<file path="config.mk">
export PLATFORM = sky130hd
export DESIGN_NAME = rpka_engine
export DESIGN_NICKNAME = d
export VERILOG_FILES = /design/src/rpka_pkg.sv /design/src/rpka_engine.sv /design/src/rpka_sync.sv /design/src/rpka_crc16.sv
export SDC_FILE = /design/constraint.sdc
export NUM_CORES = 2
export LEC_CHECK = 0
export BUFFER_PORTS_ARGS = -buffer_cell sky130_fd_sc_hd__buf_2
export CORE_UTILIZATION = 24
export CTS_BUF_LIST = sky130_fd_sc_hd__clkbuf_8
export CTS_CLUSTER_DIAMETER = 80
export CTS_CLUSTER_SIZE = 10
export DETAILED_ROUTE_END_ITERATION = 16
export HOLD_SLACK_MARGIN = 0.15
export PLACE_DENSITY_LB_ADDON = 0.25
export SETUP_SLACK_MARGIN = 0.1
export SYNTH_ARGS = -nofsm -noshare
export SYNTH_HDL_FRONTEND = slang
export SYNTH_SLANG_ARGS = --single-unit
</file>
<file path="constraint.sdc">
create_clock -name pclk -period 6.1 [get_ports pclk]
set_input_delay 0.915 -clock pclk [delete_from_list [all_inputs] [get_ports pclk]]
set_output_delay 0.915 -clock pclk [all_outputs]
set_load 0.005 [all_outputs]
</file>
<file path="src/rpka_pkg.sv">
/*
  Constants and types shared by the replay-protected key and counter engine.
  Assumes a 40 MHz pclk and a frame link that carries 8 data lanes.
*/
package rpka_pkg;

  // Register byte offsets on the APB port.
  localparam logic [7:0]  REG_PART        = 8'h00;
  localparam logic [7:0]  REG_BLKCNT      = 8'h04;
  localparam logic [7:0]  REG_CMD         = 8'h08;
  localparam logic [7:0]  REG_STATUS      = 8'h0C;
  localparam logic [7:0]  REG_COUNTER     = 8'h10;

  // Register fields and reset values.
  localparam logic [2:0]  PART_RESET      = 3'h0;
  localparam logic [2:0]  PART_REPLAY     = 3'h3;
  localparam int          BLK_RELIABLE    = 31;
  localparam int          BLK_VALID       = 30;
  localparam logic [15:0] BLK_ONE         = 16'h0001;
  localparam logic [5:0]  CMD_WRITE_MULTI = 6'h19;
  localparam logic [5:0]  CMD_READ_MULTI  = 6'h12;

  // Request and response types.
  localparam logic [15:0] REQ_KEY_PROG    = 16'h0001;
  localparam logic [15:0] REQ_COUNTER     = 16'h0002;
  localparam logic [15:0] REQ_RESULT      = 16'h0005;
  localparam logic [15:0] RESP_NONE       = 16'h0000;
  localparam logic [15:0] RESP_KEY_PROG   = 16'h0100;
  localparam logic [15:0] RESP_COUNTER    = 16'h0200;

  // Result codes.
  localparam logic [7:0]  RES_OK          = 8'h00;
  localparam logic [7:0]  RES_GENERAL     = 8'h01;
  localparam logic [7:0]  RES_WRITE_FAIL  = 8'h05;
  localparam logic [7:0]  RES_READ_FAIL   = 8'h06;
  localparam logic [7:0]  RES_NO_KEY      = 8'h07;
  localparam logic [7:0]  RES_EXPIRED     = 8'h80;
  localparam logic [31:0] COUNTER_RESET   = 32'h00000000;
  localparam logic [31:0] COUNTER_MAX     = 32'hFFFFFFFF;

  // Frame byte positions, highest byte sent first.
  localparam logic [9:0]  BYTE_LAST       = 10'h1FF;
  localparam logic [9:0]  BYTE_MAC_LO     = 10'h11C;
  localparam logic [9:0]  BYTE_MAC_HI     = 10'h13B;
  localparam logic [9:0]  BYTE_MSG_TOP    = 10'h11B;
  localparam logic [9:0]  BYTE_NONCE_LO   = 10'h00C;
  localparam logic [9:0]  BYTE_NONCE_HI   = 10'h01B;
  localparam logic [9:0]  BYTE_CNT_LO     = 10'h008;
  localparam logic [9:0]  BYTE_CNT_HI     = 10'h00B;
  localparam logic [9:0]  BYTE_RES        = 10'h002;

  // Beat numbers on the link.
  localparam logic [9:0]  RX_DATA_LAST    = 10'h1FF;
  localparam logic [9:0]  RX_END          = 10'h210;
  localparam logic [9:0]  TX_DATA_LAST    = 10'h200;
  localparam logic [9:0]  TX_CRC_LAST     = 10'h210;
  localparam logic [9:0]  TX_END          = 10'h211;
  localparam logic [4:0]  STAT_POSITIVE   = 5'h05;
  localparam logic [4:0]  STAT_NEGATIVE   = 5'h0B;
  localparam logic [2:0]  STAT_BITS       = 3'h5;
  localparam logic [15:0] CRC_POLY        = 16'h1021;

  // Timing.
  localparam int          PCLK_PERIOD_NS  = 25;
  localparam int          KEY_BUSY_NS     = 1000;
  localparam logic [7:0]  KEY_BUSY_CYC    = 8'((KEY_BUSY_NS + PCLK_PERIOD_NS - 1) / PCLK_PERIOD_NS);
  localparam logic [7:0]  SHORT_BUSY_CYC  = 8'h01;

  typedef enum logic [2:0] {
    ST_IDLE   = 3'b000,
    ST_RXWAIT = 3'b001,
    ST_RXDATA = 3'b010,
    ST_STATUS = 3'b011,
    ST_BUSY   = 3'b100,
    ST_TXDATA = 3'b101
  } rpka_state_t;

  typedef enum logic [1:0] {
    JOB_FAIL    = 2'b00,
    JOB_KEY     = 2'b01,
    JOB_COUNTER = 2'b10,
    JOB_RESULT  = 2'b11
  } rpka_job_t;

endpackage : rpka_pkg

</file>
<file path="src/rpka_engine.sv">
/*
  Replay-protected partition engine: key programming, result readback and
  authenticated counter read over 512-byte frames on an 8-lane link.
  Assumes an external HMAC core, a command decoder that posts the partition
  switch, block count and commands over APB, and a host link clock far slower
  than pclk.
*/
// The implementer's own choices: the APB register port and the register offsets.
// Behaviour
// - Failed access: zero data, general failure
// - Report only the first error found
// - Key write needs count one, reliable
// - Busy while key stored; status generic
// - Result request needs count one
// - Busy, then count-one read returns result
// - Key result response type 0x0100
// - No key: report code 0x07
// - Key store fail 0x05, else 0x01
// - Counter request needs count one, nonce
// - Busy, then count-one read returns counter
// - Counter response: nonce, counter, MAC, result
// - Counter read fail 0x06, else 0x01
// - Expired counter sets result bit 7
// - MAC over bytes 283..0 with key
// - Counter saturates at all ones
// - Key is write-once and unreadable
`timescale 1ns/1ps
module rpka_engine (
  // Clock and reset.
  input  wire logic         pclk,
  input  wire logic         presetn,
  // APB slave.
  input  wire logic         psel,
  input  wire logic         penable,
  input  wire logic         pwrite,
  input  wire logic [7:0]   paddr,
  input  wire logic [31:0]  pwdata,
  output logic      [31:0]  prdata,
  output logic              pready,
  output logic              pslverr,
  // Frame link.
  input  wire logic         link_clk,
  input  wire logic [7:0]   link_dat_in,
  output logic      [7:0]   link_dat_out,
  output logic      [7:0]   link_dat_oe,
  // HMAC core.
  output logic              mac_start,
  output logic      [255:0] mac_key,
  output logic      [7:0]   mac_byte,
  output logic              mac_byte_valid,
  output logic              mac_byte_last,
  input  wire logic         mac_done,
  input  wire logic [255:0] mac_value,
  // Storage events.
  input  wire logic         counter_inc,
  input  wire logic         key_store_fail,
  input  wire logic         counter_read_fail
);
  rpka_pkg::rpka_state_t state;
  rpka_pkg::rpka_job_t   job;
  logic [8:0]   sync_q;
  logic         lclk_d;
  logic [9:0]   beat;
  logic [4:0]   stat_sh;
  logic [2:0]   stat_cnt;
  logic         frame_ok;
  logic [7:0]   busy_cnt;
  logic [9:0]   midx;
  logic         mac_run;
  logic [2:0]   part;
  logic [15:0]  blk_cnt;
  logic         blk_rel;
  logic         cnt_valid;
  logic         wfail;
  logic         wrel;
  logic         rx_bad;
  logic [15:0]  rx_type;
  logic [127:0] rx_nonce;
  logic         key_set;
  logic [7:0]   op_result;
  logic [15:0]  last_type;
  logic [15:0]  resp_type;
  logic [7:0]   resp_res;
  logic [31:0]  resp_cnt;
  logic [255:0] resp_mac;
  logic         pend;
  logic         tx_fail;
  logic [31:0]  counter;
  logic [7:0]   crc_msb;
  logic         crc_zero;

  rpka_sync u_sync (
    .clk  (pclk),
    .rstn (presetn),
    .d    ({link_clk, link_dat_in}),
    .q    (sync_q)
  );

  wire [7:0] ldat  = sync_q[7:0];
  wire       lrise = sync_q[8] & ~lclk_d;
  wire       lfall = ~sync_q[8] & lclk_d;
  wire expired = (counter == rpka_pkg::COUNTER_MAX);

  // Response byte k of the outgoing frame; fields not sent read as zero.
  function automatic logic [7:0] fbyte(input logic [9:0] k);
    logic [9:0] dn;
    logic [9:0] dm;
    logic       cnt_resp;
    dn       = k - rpka_pkg::BYTE_NONCE_LO;
    dm       = k - rpka_pkg::BYTE_MAC_LO;
    cnt_resp = (resp_type == rpka_pkg::RESP_COUNTER) & ~tx_fail;
    fbyte    = 8'h00;
    if (k == 10'h000)
      fbyte = resp_type[7:0];
    else if (k == 10'h001)
      fbyte = resp_type[15:8];
    else if (k == rpka_pkg::BYTE_RES)
      fbyte = (tx_fail ? rpka_pkg::RES_GENERAL : resp_res) | (expired ? rpka_pkg::RES_EXPIRED : 8'h00);
    else if (cnt_resp && k >= rpka_pkg::BYTE_CNT_LO && k <= rpka_pkg::BYTE_CNT_HI)
      fbyte = resp_cnt[{k[1:0], 3'b000} +: 8];
    else if (cnt_resp && k >= rpka_pkg::BYTE_NONCE_LO && k <= rpka_pkg::BYTE_NONCE_HI)
      fbyte = rx_nonce[{dn[3:0], 3'b000} +: 8];
    else if (cnt_resp && k >= rpka_pkg::BYTE_MAC_LO && k <= rpka_pkg::BYTE_MAC_HI)
      fbyte = resp_mac[{dm[4:0], 3'b000} +: 8];
  endfunction : fbyte

  // APB decode; a write takes effect at the edge where pready is sampled high.
  wire apb_setup = psel & penable & ~pready;
  wire apb_done  = psel & penable & pready;
  wire hit_part  = (paddr == rpka_pkg::REG_PART);
  wire hit_blk   = (paddr == rpka_pkg::REG_BLKCNT);
  wire hit_cmd   = (paddr == rpka_pkg::REG_CMD);
  wire hit_stat  = (paddr == rpka_pkg::REG_STATUS);
  wire hit_cnt   = (paddr == rpka_pkg::REG_COUNTER);
  wire mapped    = hit_part | hit_blk | hit_cmd | hit_stat | hit_cnt;
  wire is_wr25   = (pwdata[5:0] == rpka_pkg::CMD_WRITE_MULTI);
  wire is_rd18   = (pwdata[5:0] == rpka_pkg::CMD_READ_MULTI);
  wire cmd_ok    = (state == rpka_pkg::ST_IDLE) & (part == rpka_pkg::PART_REPLAY) & (is_wr25 | is_rd18);
  wire refuse    = ~mapped | (pwrite & hit_cmd & ~cmd_ok);
  wire wr_ok     = apb_done & pwrite & ~pslverr;
  wire part_wr   = wr_ok & hit_part;
  wire blk_wr    = wr_ok & hit_blk;
  wire cmd25_go  = wr_ok & hit_cmd & is_wr25;
  wire cmd18_go  = wr_ok & hit_cmd & is_rd18;

  // Status shows the state, key_set, expired and the pending response type, never a result code.
  wire [31:0] stat_word = {pend ? resp_type : 16'h0000, 11'h000, expired, key_set, state};
  wire [31:0] blk_word  = {blk_rel, cnt_valid, 14'h0000, blk_cnt};
  wire [31:0] rd_mux    = hit_part ? {29'h00000000, part} :
                          hit_blk  ? blk_word :
                          hit_stat ? stat_word :
                          hit_cnt  ? counter : 32'h00000000;

  always_ff @(posedge pclk or negedge presetn)
  begin
    if (!presetn)
    begin
      pready  <= 1'b0;
      pslverr <= 1'b0;
      prdata  <= 32'h00000000;
      part    <= rpka_pkg::PART_RESET;
    end
    else
    begin
      pready  <= apb_setup;
      pslverr <= apb_setup & refuse;
      prdata  <= (apb_setup & ~pwrite) ? rd_mux : 32'h00000000;
      if (part_wr)
        part <= pwdata[2:0];
    end
  end

  // Frame checks; the first failing check decides the outcome.
  wire rx_beat   = lrise & (state == rpka_pkg::ST_RXDATA);
  wire [9:0] rxk = rpka_pkg::BYTE_LAST - beat;
  wire rx_dat    = rx_beat & (beat <= rpka_pkg::RX_DATA_LAST);
  wire rx_last   = rx_beat & (beat == rpka_pkg::RX_END);
  wire rx_ok     = crc_zero & (ldat == 8'hFF);
  wire key_req   = (rx_type == rpka_pkg::REQ_KEY_PROG);
  wire rel_bad   = key_req & ~wrel;
  wire req_fail  = wfail | rel_bad | rx_bad;
  wire mac_path  = (job == rpka_pkg::JOB_COUNTER) & key_set;
  wire in_busy   = (state == rpka_pkg::ST_BUSY);
  localparam logic [7:0] SHORT_ONE = rpka_pkg::SHORT_BUSY_CYC;
  wire busy_done = in_busy & (mac_path ? (mac_done & ~mac_run) : (busy_cnt == SHORT_ONE));

  wire [7:0] tx_byte = (beat <= rpka_pkg::TX_DATA_LAST) ? fbyte(rpka_pkg::TX_DATA_LAST - beat) : crc_msb;
  wire tx_beat  = lfall & (state == rpka_pkg::ST_TXDATA);
  wire crc_en   = (rx_beat & (beat < rpka_pkg::RX_END)) |
                  (tx_beat & (beat != 10'h000) & (beat <= rpka_pkg::TX_CRC_LAST));
  wire crc_clr  = cmd18_go | ((state == rpka_pkg::ST_RXWAIT) & lrise);

  rpka_crc16 u_crc (
    .clk  (pclk),
    .rstn (presetn),
    .clr  (crc_clr),
    .en   (crc_en),
    .din  ((state == rpka_pkg::ST_TXDATA) ? tx_byte : ldat),
    .msb  (crc_msb),
    .zero (crc_zero)
  );

  always_ff @(posedge pclk or negedge presetn)
  begin
    if (!presetn)
      lclk_d <= 1'b0;
    else
      lclk_d <= sync_q[8];
  end

  // Link sequencer: receive, CRC status, busy, transmit.
  always_ff @(posedge pclk or negedge presetn)
  begin
    if (!presetn)
    begin
      state        <= rpka_pkg::ST_IDLE;
      beat         <= 10'h000;
      stat_sh      <= 5'h00;
      stat_cnt     <= 3'h0;
      frame_ok     <= 1'b0;
      busy_cnt     <= 8'h00;
      link_dat_out <= 8'hFF;
      link_dat_oe  <= 8'h00;
      tx_fail      <= 1'b0;
    end
    else
    begin
      case (state)
        rpka_pkg::ST_IDLE:
        begin
          beat <= 10'h000;
          if (cmd25_go)
            state <= rpka_pkg::ST_RXWAIT;
          else if (cmd18_go)
          begin
            state   <= rpka_pkg::ST_TXDATA;
            tx_fail <= ~cnt_valid | (blk_cnt != rpka_pkg::BLK_ONE) | ~pend;
          end
        end
        rpka_pkg::ST_RXWAIT:
          if (lrise && ldat == 8'h00)
            state <= rpka_pkg::ST_RXDATA;
        rpka_pkg::ST_RXDATA:
          if (rx_beat)
          begin
            beat <= beat + 10'h001;
            if (rx_last)
            begin
              state    <= rpka_pkg::ST_STATUS;
              frame_ok <= rx_ok;
              stat_sh  <= rx_ok ? rpka_pkg::STAT_POSITIVE : rpka_pkg::STAT_NEGATIVE;
              stat_cnt <= rpka_pkg::STAT_BITS;
            end
          end
        rpka_pkg::ST_STATUS:
          if (lfall)
          begin
            if (stat_cnt != 3'h0)
            begin
              link_dat_out <= {7'h7F, stat_sh[4]};
              link_dat_oe  <= 8'h01;
              stat_sh      <= {stat_sh[3:0], 1'b0};
              stat_cnt     <= stat_cnt - 3'h1;
            end
            else if (frame_ok)
            begin
              link_dat_out <= 8'hFE;
              state        <= rpka_pkg::ST_BUSY;
              busy_cnt     <= (job == rpka_pkg::JOB_KEY) ? rpka_pkg::KEY_BUSY_CYC : SHORT_ONE;
            end
            else
            begin
              link_dat_oe <= 8'h00;
              state       <= rpka_pkg::ST_IDLE;
            end
          end
        rpka_pkg::ST_BUSY:
        begin
          if (busy_cnt != 8'h00)
            busy_cnt <= busy_cnt - 8'h01;
          if (busy_done)
          begin
            link_dat_oe <= 8'h00;
            state       <= rpka_pkg::ST_IDLE;
          end
        end
        rpka_pkg::ST_TXDATA:
          if (tx_beat)
          begin
            beat        <= beat + 10'h001;
            link_dat_oe <= 8'hFF;
            if (beat == 10'h000)
              link_dat_out <= 8'h00;
            else if (beat <= rpka_pkg::TX_CRC_LAST)
              link_dat_out <= tx_byte;
            else if (beat == rpka_pkg::TX_END)
              link_dat_out <= 8'hFF;
            else
            begin
              link_dat_oe <= 8'h00;
              tx_fail     <= 1'b0;
              state       <= rpka_pkg::ST_IDLE;
            end
          end
        default:
          state <= rpka_pkg::ST_IDLE;
      endcase
    end
  end

  localparam logic [9:0] TX_END_PLUS = rpka_pkg::TX_END + 10'h001;
  // Request capture and decisions.
  always_ff @(posedge pclk or negedge presetn)
  begin
    if (!presetn)
    begin
      blk_cnt   <= 16'h0000;
      blk_rel   <= 1'b0;
      cnt_valid <= 1'b0;
      wfail     <= 1'b0;
      wrel      <= 1'b0;
      rx_bad    <= 1'b0;
      rx_type   <= 16'h0000;
      rx_nonce  <= 128'h0;
      mac_key   <= 256'h0;
      key_set   <= 1'b0;
      job       <= rpka_pkg::JOB_FAIL;
      op_result <= rpka_pkg::RES_NO_KEY;
      last_type <= rpka_pkg::RESP_KEY_PROG;
      resp_type <= rpka_pkg::RESP_NONE;
      resp_res  <= rpka_pkg::RES_OK;
      resp_cnt  <= 32'h00000000;
      resp_mac  <= 256'h0;
      pend      <= 1'b0;
    end
    else
    begin
      if (blk_wr)
      begin
        blk_cnt   <= pwdata[15:0];
        blk_rel   <= pwdata[rpka_pkg::BLK_RELIABLE];
        cnt_valid <= 1'b1;
      end
      else if (cmd25_go || cmd18_go)
        cnt_valid <= 1'b0;
      if (cmd25_go)
      begin
        wfail  <= ~cnt_valid | (blk_cnt != rpka_pkg::BLK_ONE);
        wrel   <= blk_rel;
        rx_bad <= 1'b0;
      end
      if (rx_dat)
      begin
        if (rxk >= rpka_pkg::BYTE_MAC_LO && rxk <= rpka_pkg::BYTE_MAC_HI && !key_set)
          mac_key <= {mac_key[247:0], ldat};
        if (rxk >= rpka_pkg::BYTE_NONCE_LO && rxk <= rpka_pkg::BYTE_NONCE_HI)
          rx_nonce <= {rx_nonce[119:0], ldat};
        if (rxk >= rpka_pkg::BYTE_RES && rxk <= rpka_pkg::BYTE_CNT_HI && ldat != 8'h00)
          rx_bad <= 1'b1;
        if (rxk <= 10'h001)
          rx_type <= {rx_type[7:0], ldat};
      end
      if (rx_last && rx_ok)
      begin
        pend <= 1'b0;
        if (req_fail)
        begin
          job       <= rpka_pkg::JOB_FAIL;
          op_result <= rpka_pkg::RES_GENERAL;
        end
        else if (key_req)
          job <= rpka_pkg::JOB_KEY;
        else if (rx_type == rpka_pkg::REQ_COUNTER)
        begin
          job       <= rpka_pkg::JOB_COUNTER;
          resp_type <= rpka_pkg::RESP_COUNTER;
          resp_cnt  <= counter;
          resp_mac  <= 256'h0;
          resp_res  <= !key_set ? rpka_pkg::RES_NO_KEY :
                       counter_read_fail ? rpka_pkg::RES_READ_FAIL : rpka_pkg::RES_OK;
        end
        else if (rx_type == rpka_pkg::REQ_RESULT)
        begin
          job       <= rpka_pkg::JOB_RESULT;
          resp_type <= last_type;
          resp_res  <= op_result;
        end
        else
        begin
          job       <= rpka_pkg::JOB_FAIL;
          op_result <= rpka_pkg::RES_GENERAL;
        end
      end
      if (busy_done)
      begin
        pend <= (job == rpka_pkg::JOB_COUNTER) | (job == rpka_pkg::JOB_RESULT);
        if (job == rpka_pkg::JOB_KEY)
        begin
          last_type <= rpka_pkg::RESP_KEY_PROG;
          if (key_set)
            op_result <= rpka_pkg::RES_GENERAL;
          else if (key_store_fail)
            op_result <= rpka_pkg::RES_WRITE_FAIL;
          else
          begin
            key_set   <= 1'b1;
            op_result <= rpka_pkg::RES_OK;
          end
        end
        if (mac_path)
          resp_mac <= mac_value;
      end
      else if (tx_beat && beat == TX_END_PLUS)
        pend <= 1'b0;
    end
  end

  // HMAC message feed: bytes 283 down to 0 of the counter response.
  always_ff @(posedge pclk or negedge presetn)
  begin
    if (!presetn)
    begin
      mac_start      <= 1'b0;
      mac_run        <= 1'b0;
      midx           <= 10'h000;
      mac_byte       <= 8'h00;
      mac_byte_valid <= 1'b0;
      mac_byte_last  <= 1'b0;
    end
    else
    begin
      mac_start      <= 1'b0;
      mac_byte_valid <= 1'b0;
      mac_byte_last  <= 1'b0;
      if (state == rpka_pkg::ST_STATUS && lfall && stat_cnt == 3'h0 && frame_ok && mac_path)
      begin
        mac_start <= 1'b1;
        mac_run   <= 1'b1;
        midx      <= rpka_pkg::BYTE_MSG_TOP;
      end
      else if (mac_run)
      begin
        mac_byte       <= fbyte(midx);
        mac_byte_valid <= 1'b1;
        mac_byte_last  <= (midx == 10'h000);
        midx           <= midx - 10'h001;
        if (midx == 10'h000)
          mac_run <= 1'b0;
      end
    end
  end

  // Write counter, bumped by the write path and held at its maximum.
  always_ff @(posedge pclk or negedge presetn)
  begin
    if (!presetn)
      counter <= rpka_pkg::COUNTER_RESET;
    else if (counter_inc && !expired)
      counter <= counter + 32'h00000001;
  end
endmodule : rpka_engine

</file>
<file path="src/rpka_sync.sv">
/*
  Two-stage synchroniser for a bundle of pins.
  Assumes the inputs are asynchronous to clk.
*/
`timescale 1ns/1ps
module rpka_sync (
  // Clock and reset.
  input  wire logic       clk,
  input  wire logic       rstn,
  // Pins in, synchronised copy out.
  input  wire logic [8:0] d,
  output logic      [8:0] q
);
  logic [8:0] meta;

  always_ff @(posedge clk or negedge rstn)
  begin
    if (!rstn)
    begin
      meta <= 9'h000;
      q    <= 9'h000;
    end
    else
    begin
      meta <= d;
      q    <= meta;
    end
  end
endmodule : rpka_sync

</file>
<file path="src/rpka_crc16.sv">
/*
  Per-lane CRC16 for the 8 data lanes, one bit per lane per enable.
  Feeding the outgoing CRC bits back in shifts the remainder out.
*/
`timescale 1ns/1ps
module rpka_crc16 (
  // Clock and reset.
  input  wire logic       clk,
  input  wire logic       rstn,
  // Control and data.
  input  wire logic       clr,
  input  wire logic       en,
  input  wire logic [7:0] din,
  // Lane state.
  output logic      [7:0] msb,
  output logic            zero
);
  logic [7:0] lane_zero;

  for (genvar i = 0; i < 8; i++)
  begin : g_lane
    logic [15:0] crc;
    wire         fb = crc[15] ^ din[i];

    always_ff @(posedge clk or negedge rstn)
    begin
      if (!rstn)
        crc <= 16'h0000;
      else if (clr)
        crc <= 16'h0000;
      else if (en)
        crc <= {crc[14:0], 1'b0} ^ (fb ? rpka_pkg::CRC_POLY : 16'h0000);
    end

    assign msb[i]       = crc[15];
    assign lane_zero[i] = (crc == 16'h0000);
  end

  assign zero = &lane_zero;
endmodule : rpka_crc16

</file>
==> metrics.md <==
| Metric | Value |
|---|---|
| Status | complete, no violations |
| Yosys reg bits | a little over 1000 |
| RSZ-0062 raised after global routing | false |
| Area occupied by multi-input gates | 21500 um^2 |
| Non-Filler Instances | 7494 |
| Via-per-instance ratio | 4.75 |
| Die H | 449 um |
| Starting Density | 0.243 |
| Setup CP Type | reg2reg |
| Dominant synthesized flop cell | dfrtp_1 |
| Synth Area per Inst | 11.4 um^2 |
| Drt total wl | around 160000 um |
| Vias in the first global route | 36400 |
| DRT iter0 DRCs | slightly above 3000 |
| Gr ovfl total | 0 |
| GR Util All Layers | 0.159 |
| Gpl congestion | approximately 0.84 |
| Slew @ Worst Pin | between 1 and 1.5 ns |
| Tcrit/Tclk final | 0.863 |
| CP max stage cell | a41oi_1 |
| Critical path required time | 6.86 ns |
| Max rail drop VDD | about 0.18 mV |
| Total Power | 13.3 mW |
| Netlist Area Pre-Place | 48000 um^2 |
| Post-synth EDFFs | 0 |
| I/O Buffers | 615 |
| Hold Path Class | in2reg |
| Final hold viol count | 0 |
| DRC violations left | 0 |
| Crit path top cell by count | ha_1 |
| Static Leak | 27.7 nW |
| H-tree depth reported by CTS | 3 |
| CTS tree | built |
| CTS buffer count | 113 |
| Max FO, Critical Path | 17 |
| Period minus WS final | 5.26 ns |
| Area grow syn2layout | 18.4% |
| Setup TNS | 0 ns |
| Chip width | 449 um |
| Startpoint Class | register |
| Largest net degree at the start of global routing | 181 |
| CP arrival | 6.02 ns |
| Mapped Cells | 4205 |
| CP max stage delay | 0.71 ns |
| Largest cells by area after synthesis | dfrtp_1 52%, mux4_2 11%, mux2_2 10% |
| Placement Setup Slack | between 1 and 1.5 ns |
| Root Buffer | clkbuf_8 |
| Synth Net Count | 4542 |
| Count of final setup violators | 0 |
| Top-area cell type share of the netlist area | 0.520 |
| First-pass GRT wire length | 246000 um |
| Clock buffer depth | 3 |
| Total Die Area | 202000 um^2 |
| Slew HR | 0.169 |
| Netlist cell types | 85 |
| Worst skew pair latency | 0.91 ns |
| Synth warnings | 0 |
| Final ANT Viol Nets | 0 |
| Cell with the most instances after synthesis | dfrtp_1 |
| Asr flop ratio synth | 1.00 |
| Initial antenna violation count | 8 |
| Placed cells | 7242 |
| Clk slew on worst S/H paths | 0.08 ns |
| Worst Setup End Kind | register |
| Max frequency | 0.190 GHz |
| Synth area leader | dfrtp_1 |
| Clk_skew | 0.100 ns |
| Hold-critical path depth | 3 |
| Final worst slack | 0.838 ns |
| Final HPWL DP | 117000 um |
| Vias | 35600 |
| Nets | between 5000 and 6000 |
| Share of post-route cells with drive strength above 1 | 0.316 |
| DRT Pass-1 Iters | 6 |
| CTS Sinks | 1010 |
| Critical path cell sequence | inv_1 > ha_1 > xnor2_2 > ha_1 > xnor2_1 > xnor2_4 > buf_4 > mux2_2 > nand3_1 > a41oi_1 > nor4_1 > o2bb2ai_1 > xor2_1 > a211oi_1 |
| Routed wire per std cell | 21.8 um |
| MaxCap Viol Count | 0 |
| Filler cell count | a little over 20000 |
| Reg2reg path depth | 14 |
| I/O Pins | 631 |
| Area of all sequential standard cells | between 20000 and 30000 um^2 |
| Sequential fraction of the synthesis area | 0.526 |
| Pins over their slew limit | 0 |
| Synth top cells by count | 999 x dfrtp_1, 980 x nand2_1, 433 x mux2_2, 310 x nand3_1, 237 x mux4_2 |
| PwrDens | 234 nW/um^2 |
| Area of the core | 198000 um^2 |
| Row Count | roughly 160 |
worst paths after layout:
check	startpoint	endpoint	slack [ns]
setup / recovery	beat[1]	u_crc.g_lane[0].crc[12]	0.84
hold / removal	mac_value[183]	resp_mac[183]	0.24
setup reg to reg	beat[1]	u_crc.g_lane[0].crc[12]	0.84
hold reg to reg	u_sync.meta[2]	u_sync.q[2]	0.35
max in group asynchronous	presetn	midx[0]	3.90
min in group asynchronous	presetn	u_crc.g_lane[5].crc[13]	0.66
per-layer routing:
| layer | global-route usage | vias to the layer above | share of wire |
|---|---|---|---|
| li1 | - | 16100 | - |
| met2 | 0.269 | 1067 | 0.49 |
| met4 | 0.0345 | 0 | 0.022 |
| met1 | 0.213 | 18300 | 0.44 |
| met3 | 0.0260 | 184 | 0.049 |
| met5 | 0 | - | 0 |
kinds of logic (layout without fill, tap and decap cells):
family                     count (synthesis)  after routing  share of synthesized area
AOI/OAI and AO/OA                        385            385                     0.0504
xor gates and xnor gates                  89             89                     0.0166
adders and majority gates                 24             24                    0.00620
buffers and inverters                    331            975                     0.0279
DFF                                     1010           1010                      0.526
muxes                                    710            710                      0.221
other                                      0              5                          0
and+or+nand+nor                         1656           1656                      0.151
power by group:
part           internal [mW]  switching, mW  total, mW
clock network           1.77           2.57       4.34
registers               6.82          0.155       6.98
logic                  0.711           1.26       1.97
total                   9.30           3.98       13.3
layout by cell type, fill, tap and decap left out, types with 34 or more instances in the layout:
cell and count:
a21oi_1 146, a22oi_1 36, buf_2 614, buf_4 58, clkbuf_8 115, dfrtp_1 996
dlygate4sd3_1 98, inv_1 63, mux2_2 433, mux2i_1 39, mux4_2 237, nand2_1 977
nand3_1 309, nand4_1 34, nor2_1 136, nor4_1 41, o21ai_0 73, xnor2_1 49
xor2_1 37
stage by stage:
stage          utilization  hold WS [ns]  area (um^2)
2_1_floorplan            -         0.331        48000
3_3_place_gp         0.273         0.336        54100
3_5_place_dp         0.273         0.336        54100
4_1_cts              0.287         0.151        56900
5_1_grt              0.287         0.173        56900
6_report             0.287         0.237        56900
layout make-up:
type	count	area share
clock buffers	115	0.0278
clock inverters	34	0.00409
well taps	2640	0.0581
diodes	5	0.000220
flip-flops and latches	1010	0.445
multi-input cells	2864	0.378
inverters	41	0.00271
repair buffers	785	0.0841
timing repair:
action / in CTS / in global routing
hold buffers: 98 / 0
endpoints found under the hold margin: 159 / 0
buffers inserted: 0 / 0
resized for setup: 0 / 0
setup endpoints to repair: 0 / 0
sequential cells by signal, indices dropped and copies added (netlist names), 9 cells and up:
register / cells
counter: 32
midx: 10
rx_type: 16
blk_cnt: 16
beat: 10
u_sync.q: 9
resp_mac: 256
rx_nonce: 128
u_sync.meta: 9
u_crc.g_lane.crc: 128
mac_key: 256
resp_cnt: 32
prdata: 32
critical path: cells and delay by family (launching register included):
family / cells / cell delay [ns]
AO/OA/AOI/OAI: 3 / 1.50
XOR/XNOR: 4 / 1.25
adder cells (fa/ha/maj): 2 / 0.67
buffers and inverters: 2 / 0.62
flip-flops: 1 / 0.58
AND/OR/NAND/NOR: 2 / 0.23
multiplexers: 1 / 0.22
Note: power is estimated with default switching activity, not from simulation.
